`config.mk`:
```
export PLATFORM = sky130hd
export DESIGN_NAME = pbg_top
export DESIGN_NICKNAME = d
export VERILOG_FILES = /design/src/core/pbg_pkg.sv /design/src/core/pbg_sync.sv /design/src/core/pbg_edge.sv /design/src/core/pbg_top.sv
export VERILOG_INCLUDE_DIRS = /design/src /design/src/core
export SDC_FILE = /design/constraint.sdc
export NUM_CORES = 1
export LEC_CHECK = 0
export BUFFER_PORTS_ARGS = -buffer_cell sky130_fd_sc_hd__buf_2
export CORE_UTILIZATION = 53
export CTS_CLUSTER_DIAMETER = 80
export DETAILED_ROUTE_END_ITERATION = 16
export GPL_ROUTABILITY_DRIVEN = 1
export PLACE_DENSITY_LB_ADDON = 0.2
export SYNTH_ARGS = -nofsm -noshare
export SYNTH_HDL_FRONTEND = slang
export SYNTH_HIERARCHICAL = 1
export SYNTH_SLANG_ARGS = --single-unit
```
`constraint.sdc`:
```
create_clock -name i_clk -period 2.6 [get_ports i_clk]
set_input_delay 0.65 -clock i_clk [delete_from_list [all_inputs] [get_ports i_clk]]
set_output_delay 0.65 -clock i_clk [all_outputs]
set_load 0.01 [all_outputs]
```
`src/core/pbg_map.svh`:
```
// Register addresses, bit positions and reset values of the port B block
`ifndef PBG_MAP_SVH
`define PBG_MAP_SVH

// ****************************************************************
// Register addresses
// ****************************************************************
`define PBG_ADDR_PINS        8'h06
`define PBG_ADDR_OPTIONS     8'h81
`define PBG_ADDR_DIRECTION   8'h86
`define PBG_ADDR_INTCTL_LO   8'h0B
`define PBG_ADDR_INTCTL_HI   8'h8B

// ****************************************************************
// Field positions
// ****************************************************************
`define PBG_OPT_PULL_UP_DIS_N 7
`define PBG_OPT_EDGE_SEL      6
`define PBG_IC_GLOBAL_EN      7
`define PBG_IC_EXT_EN         4
`define PBG_IC_CHANGE_EN      3
`define PBG_IC_EXT_FLAG       1
`define PBG_IC_CHANGE_FLAG    0
`define PBG_EXT_PIN           0
`define PBG_CHG_LSB           4
`define PBG_CHG_MSB           7

// ****************************************************************
// Timing counts
// ****************************************************************
// Cycles after reset release until the edge history holds real pin samples
`define PBG_EDGE_SETTLE       3

// ****************************************************************
// Reset values
// ****************************************************************
`define PBG_RST_OPTIONS      8'hFF
`define PBG_RST_DIRECTION    8'hFF
`define PBG_RST_INTCTL       8'h00
`define PBG_RST_LATCH        4'h0
`define PBG_RST_OUT          8'h00
`define PBG_RST_RDATA        8'h00

`endif

```
`src/core/pbg_pkg.sv`:
```
// Types shared by the port B block
package pbg_pkg;

  // One register or port byte
  typedef logic [7:0] pbg_byte_t;

  // The four change-detect pins
  typedef logic [3:0] pbg_nib_t;

  // Register selected by the current bus address
  typedef enum logic [4:0] {
    PBG_SEL_NONE   = 5'b00001,
    PBG_SEL_PINS   = 5'b00010,
    PBG_SEL_OPT    = 5'b00100,
    PBG_SEL_DIR    = 5'b01000,
    PBG_SEL_INTCTL = 5'b10000
  } pbg_sel_e;

endpackage : pbg_pkg

```
`src/core/pbg_sync.sv`:
```
// Two flip-flop synchroniser for a group of pin inputs
`timescale 1ns/100ps

module pbg_sync #(
  parameter int WIDTH = 8
) (
  input  wire logic             i_clk,
  input  wire logic             i_rst_n,
  input  wire logic [WIDTH-1:0] i_async,
  output logic      [WIDTH-1:0] o_sync
);

  logic [WIDTH-1:0] meta_ff;
  logic [WIDTH-1:0] sync_ff;
  logic [WIDTH-1:0] nxt_meta;
  logic [WIDTH-1:0] nxt_sync;

  // ****************************************************************
  // Next values: the first stage feeds only the second
  // ****************************************************************
  always_comb begin
    nxt_meta = i_async;
    nxt_sync = meta_ff;
  end

  // Registers
  always_ff @(posedge i_clk or negedge i_rst_n) begin
    if (!i_rst_n) begin
      meta_ff <= '0;
      sync_ff <= '0;
    end else begin
      meta_ff <= nxt_meta;
      sync_ff <= nxt_sync;
    end
  end

  assign o_sync = sync_ff;

endmodule : pbg_sync

```
`src/core/pbg_edge.sv`:
```
// Edge detector with selectable polarity for the external interrupt pin
`timescale 1ns/100ps

module pbg_edge (
  input  wire logic i_clk,
  input  wire logic i_rst_n,
  input  wire logic i_level,
  input  wire logic i_rising,
  output logic      o_pulse
);

  logic prev_ff;
  logic nxt_prev;

  // ****************************************************************
  // Previous level tracking
  // ****************************************************************
  always_comb begin
    nxt_prev = i_level;
  end

  always_ff @(posedge i_clk or negedge i_rst_n) begin
    if (!i_rst_n) begin
      prev_ff <= 1'b0;
    end else begin
      prev_ff <= nxt_prev;
    end
  end

  // One-cycle pulse on the chosen edge; a change of polarity alone never fires
  assign o_pulse = i_rising ? (i_level & ~prev_ff) : (~i_level & prev_ff);

endmodule : pbg_edge

```
`src/core/pbg_top.sv`:
```
// Port B: bidirectional pins, pull-ups, change interrupt and external interrupt
//
// Functional notes
// - Direction bit one tristates the pin driver, making the pin an input.
// - Direction bit zero drives the pin from its output latch bit.
// - Pull-ups of all input pins are on while option bit 7 is zero.
// - A pin set as output always has its pull-up switched off.
// - Power-on reset loads options with all ones, so pull-ups start off.
// - Every reset sets all direction bits, so all pins start as inputs.
// - Only upper four input pins join change detection; outputs are excluded.
// - Each participating pin is compared with its value latched at last port read or write.
// - The four mismatches are ORed to set the change flag, control bit 0.
// - A pending enabled change interrupt can wake the device from sleep.
// - Any port read or write re-latches the comparison value, ending mismatch.
// - While mismatch persists the flag keeps setting; a clear does not last.
// - Lowest pin is an external interrupt, active edge chosen by option bit 6.
`timescale 1ns/100ps
`include "pbg_map.svh"

module pbg_top (
  input  wire logic       i_clk,
  input  wire logic       i_resetn,
  // Register port of the core
  input  wire logic [7:0] i_addr,
  input  wire logic       i_wr,
  input  wire logic       i_rd,
  input  wire logic [7:0] i_wdata,
  output logic      [7:0] o_rdata,
  // Port pins
  input  wire logic [7:0] i_pin,
  output logic      [7:0] o_pin,
  output logic      [7:0] o_pin_oe_n,
  output logic      [7:0] o_pull_up_en,
  // Interrupt and wake
  input  wire logic       i_sleep,
  output logic            o_port_change_irq,
  output logic            o_ext_irq,
  output logic            o_wake
);

  // ****************************************************************
  // Reset release
  // ****************************************************************
  logic rst_meta_ff;
  logic rst_n_ff;
  logic nxt_rst_meta;
  logic nxt_rst_n;

  // Release ripples through both stages, so no register leaves reset mid-cycle
  always_comb begin
    nxt_rst_meta = 1'b1;
    nxt_rst_n    = rst_meta_ff;
  end

  // Asynchronous assert, two-stage synchronous release
  always_ff @(posedge i_clk or negedge i_resetn) begin
    if (!i_resetn) begin
      rst_meta_ff <= 1'b0;
      rst_n_ff    <= 1'b0;
    end else begin
      rst_meta_ff <= nxt_rst_meta;
      rst_n_ff    <= nxt_rst_n;
    end
  end

  // ****************************************************************
  // Pin input synchronisation and external edge
  // ****************************************************************
  pbg_pkg::pbg_byte_t pin_s;
  logic               ext_edge;
  logic               ext_edge_raw;

  pbg_sync #(
    .WIDTH (8)
  ) u_pin_sync (
    .i_clk   (i_clk),
    .i_rst_n (rst_n_ff),
    .i_async (i_pin),
    .o_sync  (pin_s)
  );

  pbg_pkg::pbg_byte_t options_ff;

  pbg_edge u_ext_edge (
    .i_clk    (i_clk),
    .i_rst_n  (rst_n_ff),
    .i_level  (pin_s[`PBG_EXT_PIN]),
    .i_rising (options_ff[`PBG_OPT_EDGE_SEL]),
    .o_pulse  (ext_edge_raw)
  );

  logic [`PBG_EDGE_SETTLE-1:0] arm_ff;
  logic [`PBG_EDGE_SETTLE-1:0] nxt_arm;

  // Synchroniser and edge history leave reset at zero, not at the pin level;
  // without this guard a pin idling high would flag a false edge after each reset.
  // Trade-off: a real edge in the first cycles after reset is not reported.
  always_comb begin
    nxt_arm  = {arm_ff[`PBG_EDGE_SETTLE-2:0], 1'b1};
    ext_edge = ext_edge_raw & arm_ff[`PBG_EDGE_SETTLE-1];
  end

  always_ff @(posedge i_clk or negedge rst_n_ff) begin
    if (!rst_n_ff) begin
      arm_ff <= '0;
    end else begin
      arm_ff <= nxt_arm;
    end
  end

  // ****************************************************************
  // Address decode
  // ****************************************************************
  // Decodes a bus address into the register it selects
  function automatic pbg_pkg::pbg_sel_e decode(input logic [7:0] addr);
    pbg_pkg::pbg_sel_e sel;
    sel = pbg_pkg::PBG_SEL_NONE;
    case (addr)
      `PBG_ADDR_PINS: begin
        sel = pbg_pkg::PBG_SEL_PINS;
      end
      `PBG_ADDR_OPTIONS: begin
        sel = pbg_pkg::PBG_SEL_OPT;
      end
      `PBG_ADDR_DIRECTION: begin
        sel = pbg_pkg::PBG_SEL_DIR;
      end
      `PBG_ADDR_INTCTL_LO, `PBG_ADDR_INTCTL_HI: begin
        sel = pbg_pkg::PBG_SEL_INTCTL;
      end
      default: begin
        sel = pbg_pkg::PBG_SEL_NONE;
      end
    endcase
    return sel;
  endfunction : decode

  pbg_pkg::pbg_sel_e sel;
  logic              wr_pins;
  logic              wr_opt;
  logic              wr_dir;
  logic              wr_ic;
  logic              rd_pins;

  // Strobes per register; unmapped addresses are ignored on write
  always_comb begin
    sel     = decode(i_addr);
    wr_pins = i_wr && (sel == pbg_pkg::PBG_SEL_PINS);
    wr_opt  = i_wr && (sel == pbg_pkg::PBG_SEL_OPT);
    wr_dir  = i_wr && (sel == pbg_pkg::PBG_SEL_DIR);
    wr_ic   = i_wr && (sel == pbg_pkg::PBG_SEL_INTCTL);
    rd_pins = i_rd && (sel == pbg_pkg::PBG_SEL_PINS);
  end

  // ****************************************************************
  // Option, direction and output latch registers
  // ****************************************************************
  pbg_pkg::pbg_byte_t direction_ff;
  pbg_pkg::pbg_byte_t out_latch_ff;
  pbg_pkg::pbg_byte_t nxt_options;
  pbg_pkg::pbg_byte_t nxt_direction;
  pbg_pkg::pbg_byte_t nxt_out_latch;

  // Output latch keeps its value while a pin is input, ready for a later switch
  always_comb begin
    nxt_options   = wr_opt  ? i_wdata : options_ff;
    nxt_direction = wr_dir  ? i_wdata : direction_ff;
    nxt_out_latch = wr_pins ? i_wdata : out_latch_ff;
  end

  // All resets load options and direction with ones
  always_ff @(posedge i_clk or negedge rst_n_ff) begin
    if (!rst_n_ff) begin
      options_ff   <= `PBG_RST_OPTIONS;
      direction_ff <= `PBG_RST_DIRECTION;
      out_latch_ff <= `PBG_RST_OUT;
    end else begin
      options_ff   <= nxt_options;
      direction_ff <= nxt_direction;
      out_latch_ff <= nxt_out_latch;
    end
  end

  // ****************************************************************
  // Pin drivers and pull-ups
  // ****************************************************************
  // Enable is low while driving; a set direction bit releases the pin
  assign o_pin_oe_n = direction_ff;
  assign o_pin      = out_latch_ff;

  // Shared pull-up control, masked off for every output pin
  always_comb begin
    o_pull_up_en = {8{~options_ff[`PBG_OPT_PULL_UP_DIS_N]}}
                 & direction_ff;
  end

  // ****************************************************************
  // Change detection on the upper pins
  // ****************************************************************
  pbg_pkg::pbg_nib_t last_read_ff;
  pbg_pkg::pbg_nib_t nxt_last_read;
  pbg_pkg::pbg_nib_t upper_change_pins;
  pbg_pkg::pbg_nib_t upper_inputs;
  logic              mismatch;

  // Output pins are masked out so that driving them never looks like a key press
  always_comb begin
    upper_change_pins = pin_s[`PBG_CHG_MSB:`PBG_CHG_LSB];
    upper_inputs      = direction_ff[`PBG_CHG_MSB:`PBG_CHG_LSB];
    mismatch          = |((upper_change_pins ^ last_read_ff) & upper_inputs);
  end

  // A read or a write of the port takes the present pin values as the new reference
  always_comb begin
    nxt_last_read = (rd_pins || wr_pins) ? upper_change_pins : last_read_ff;
  end

  always_ff @(posedge i_clk or negedge rst_n_ff) begin
    if (!rst_n_ff) begin
      last_read_ff <= `PBG_RST_LATCH;
    end else begin
      last_read_ff <= nxt_last_read;
    end
  end

  // ****************************************************************
  // Interrupt control register
  // ****************************************************************
  pbg_pkg::pbg_byte_t intctl_ff;
  pbg_pkg::pbg_byte_t nxt_intctl;

  // Software writes every bit; hardware events win over a clear in the same cycle.
  // The change flag is set anew on every cycle of a mismatch, so clearing it only
  // sticks after the port has been read or written (the service routine must read first).
  always_comb begin
    nxt_intctl = wr_ic ? i_wdata : intctl_ff;
    if (mismatch) begin
      nxt_intctl[`PBG_IC_CHANGE_FLAG] = 1'b1;
    end
    if (ext_edge) begin
      nxt_intctl[`PBG_IC_EXT_FLAG] = 1'b1;
    end
  end

  always_ff @(posedge i_clk or negedge rst_n_ff) begin
    if (!rst_n_ff) begin
      intctl_ff <= `PBG_RST_INTCTL;
    end else begin
      intctl_ff <= nxt_intctl;
    end
  end

  // ****************************************************************
  // Interrupt requests and wake
  // ****************************************************************
  logic change_pend;
  logic ext_pend;

  // Wake needs only the source enable: the core resumes even with global enable off
  always_comb begin
    change_pend       = intctl_ff[`PBG_IC_CHANGE_FLAG] & intctl_ff[`PBG_IC_CHANGE_EN];
    ext_pend          = intctl_ff[`PBG_IC_EXT_FLAG] & intctl_ff[`PBG_IC_EXT_EN];
    o_port_change_irq = change_pend & intctl_ff[`PBG_IC_GLOBAL_EN];
    o_ext_irq         = ext_pend & intctl_ff[`PBG_IC_GLOBAL_EN];
    o_wake            = i_sleep & (change_pend | ext_pend);
  end

  // ****************************************************************
  // Read data
  // ****************************************************************
  pbg_pkg::pbg_byte_t rdata_ff;
  pbg_pkg::pbg_byte_t nxt_rdata;

  // The port read returns pin levels; polling it re-latches the change reference
  always_comb begin
    nxt_rdata = rdata_ff;
    if (i_rd) begin
      case (sel)
        pbg_pkg::PBG_SEL_PINS: begin
          nxt_rdata = pin_s;
        end
        pbg_pkg::PBG_SEL_OPT: begin
          nxt_rdata = options_ff;
        end
        pbg_pkg::PBG_SEL_DIR: begin
          nxt_rdata = direction_ff;
        end
        pbg_pkg::PBG_SEL_INTCTL: begin
          nxt_rdata = intctl_ff;
        end
        default: begin
          nxt_rdata = `PBG_RST_RDATA;
        end
      endcase
    end
  end

  always_ff @(posedge i_clk or negedge rst_n_ff) begin
    if (!rst_n_ff) begin
      rdata_ff <= `PBG_RST_RDATA;
    end else begin
      rdata_ff <= nxt_rdata;
    end
  end

  assign o_rdata = rdata_ff;

endmodule : pbg_top

```
==> impl_results.md <==
- Number of global-route vias before repair: 1,727
- Final hold vios: 0
- Io pins: between 60 and 70
- FMAX: between 0.5 and 0.6 GHz
- Power consumption: 2.18 mW
- Sequential area share after synthesis: between 50% and 60%
- Drt drc: 1
- Die area: 0.00559 mm2
- Die X: around 75 um
- Outcome: complete, but fails checks
- Vias: 1,767
- Primary FF master, synth: dfrtp_1
- First-pass GRT wire length: ~9000 um
- Starting Density: about 55%
- Yosys warns: 6
- Setup ws final: a little over 0.7 ns
- Post-route ant nets: 0
- Rows: 26
- Fill count: 396
- Avg WL per Cell: 17.7 um
- Maximum number of pins on one net before global-route repair: 33
- Syn Inst Count: 179
- Dominant cells by area after synthesis: dfrtp_1 (45%), dfstp_2 (15%), mux2_2 (14%)
- Hold Crit Class: input pin to async pin
- Multi-input logic area: 0.00109 mm2
- Reg2reg end: o_rdata[7]
- Die Height: ~75 um
- Reg-to-reg startpoint: options_ff[7]
- Critical path capture point type: output pin
- Cell with the most instances after synthesis: dfrtp_1
- Cells along the critical path: nor2b_1 > buf_2
- Gr ovfl total: 0
- Crit path depth: 2
- Total wire length: 5800 um
- Sink Count: 66
- Fin cells: 328
- Cell Area, Placed: 0.00320 mm2
- Reg clk slew, reported paths: 0.06 ns
- Core area: 0.00511 mm2
- Pre-CTS setup slack: roughly 0.37 ns
- Final min period: 1.88 ns
- Crit Path Max Fanout: 10
- CTS Buf Count: 9
- Max clock buf depth: 2
- Setup bufs post-CTS: 0
- Critical Path Source: options_ff[7]
- Post-synth EDFFs: 0
- Yosys top cell area share: 44.6%
- Max H-tree Level: 3
- Worst-skew pair later-pin latency: 0.34 ns
- Actual slew at the worst max-slew pin: ~0.68 ns
- Pwr per Cell Area: 641 mW/mm2
- Crit path required time: between 1.5 and 2 ns
- CTS Hold Buffers Added: 0
- Syn Area/Cell: 15.7 um2
- CTS tree: done
- RSZ-0062 raised after global routing: no
- Post-CTS resize count: 0
- Slowest cell delay on critical path: 0.68 ns
- Post-synth design cell area: between 0.002 and 0.003 mm2
- Placed cells: 312
- Asr flop ratio synth: 100%
- Dpl hpwl: 3950 um
- Top Family by Delay on Critical Path: flip-flops
- Lkg Pwr: between 1.5 and 2 nW
- DR pass1 iterations: 10
- CP max-delay cell: dfstp_2
- FF-to-FF setup slack: 1.48 ns
- Crit start category: flip-flop
- Nets: around 280
- Max_cap viols: 0
- Slew margin rel.: between 50% and 60%
- Final Cell Area: 0.00340 mm2
- Register Area: roughly 0.0017 mm2
- Ant diodes: 0
- Final setup TNS: 0 ns
- Synth area leader: dfrtp_1
- Synth unique cells: 35
- Max Clock Skew: 0.0100 ns
- Share of post-route cells with drive strength above 1: 58.5%
- Core Util, Final: 66.7%
- WP buf/inv: 1
- Routed vias/inst: 5.39
- Synth top cells by count: dfrtp_1 (50), mux2_2 (34), dfstp_2 (16)
- Syn-to-layout area delta: 21.3%
- WP data arrival: ~1.2 ns
- Fin Hold WS: 0.0892 ns
- Seq cells post-synth: 66
- All-Layer GR Usage: 22.8%
- Final Max Tran Viols: 0
- Placer Congestion: 0.769
- # port buffers: 63
- R2R depth: 3
- Final setup viols: 0
- Violated checks: design-rule violations
- Antenna violations before repair: 0
- DR iter-0 viols: 74
- Setup crit end: o_pull_up_en[5]
- Period utilisation layout: 72.4%
- CTS Root Cell: clkbuf_8
- VDD IR-drop max: 0.000498 V
- Crit path kind: flip-flop to output pin
how the worst min path moves through the flow:
stage / endpoint / slack (ns) / cells past startpoint
final: nxt_rst_n / 0.09 / 1
after global routing: rst_n_ff / 0.08 / 1
after CTS: nxt_rst_n / 0.08 / 1
after detailed placement: u_pin_sync/o_sync[1] / 0.33 / 0
after global placement: arm_ff[1] / 0.33 / 0
after floorplan: arm_ff[1] / 0.33 / 0
cell usage in the layout, fill, tap and decap left out, types with 2 or more instances in the layout:
cell type / instances
o2bb2ai_1: 8
nand2b_1: 2
buf_4: 3
and3_1: 2
mux2_2: 34
nor2_8: 2
dfrtp_1: 49
a22oi_1: 11
conb_1: 2
buf_2: 63
a22o_1: 8
clkbuf_8: 12
dfstp_2: 16
mux2_4: 8
clkbuf_1: 2
nor2b_1: 10
xor2_1: 4
nand3_1: 2
power breakdown:
group | internal (mW) | switching (mW)
Clock | 0.521 | 0.366
Combinational | 0.0861 | 0.0839
Sequential | 1.09 | 0.0419
routing by layer:
metal | up-vias | wire [um] | GRT usage, % | part of all wire (%)
li1 | 809 | - | - | -
met1 | 890 | 2720 | 31.0 | 47
met2 | 52 | 2710 | 34.9 | 47
met3 | 16 | 251 | 4.15 | 4.3
met4 | 0 | 117 | 12.8 | 2.0
met5 | - | 0 | 0 | 0
layout make-up:
type / count / share of cell area, %
sequential: 66 / 49.1
timing repair buffer: 66 / 9.92
inverter: 1 / 0.110
clock buffer: 14 / 5.07
clock inverter: 2 / 1.03
tap: 70 / 2.57
multi-input combinational: 109 / 32.2
sequential cells by signal, summed over array words and instances (netlist names):
register and count:
intctl_ff 8, o_rdata 8, rst_n_ff 1, o_pin 8, arm_ff 3, u_pin_sync/o_sync 8, nxt_rst_n 1, u_pin_sync/meta_ff 8
options_ff 8, last_read_ff 4, u_ext_edge/prev_ff 1, o_pin_oe_n 8
kinds of logic (layout without fill, tap and decap cells):
group                  after synthesis  in the layout  synth area share, %
AO/OA/AOI/OAI                       31             31                 9.23
XOR/XNOR                             4              4                 1.25
buffers and inverters                5             83                 1.56
flip-flops                          66             66                 59.6
multiplexers                        43             43                 18.3
other                                1              2                0.134
AND/OR/NAND/NOR                     29             29                 9.99
Power figures use the tool's default switching activity.
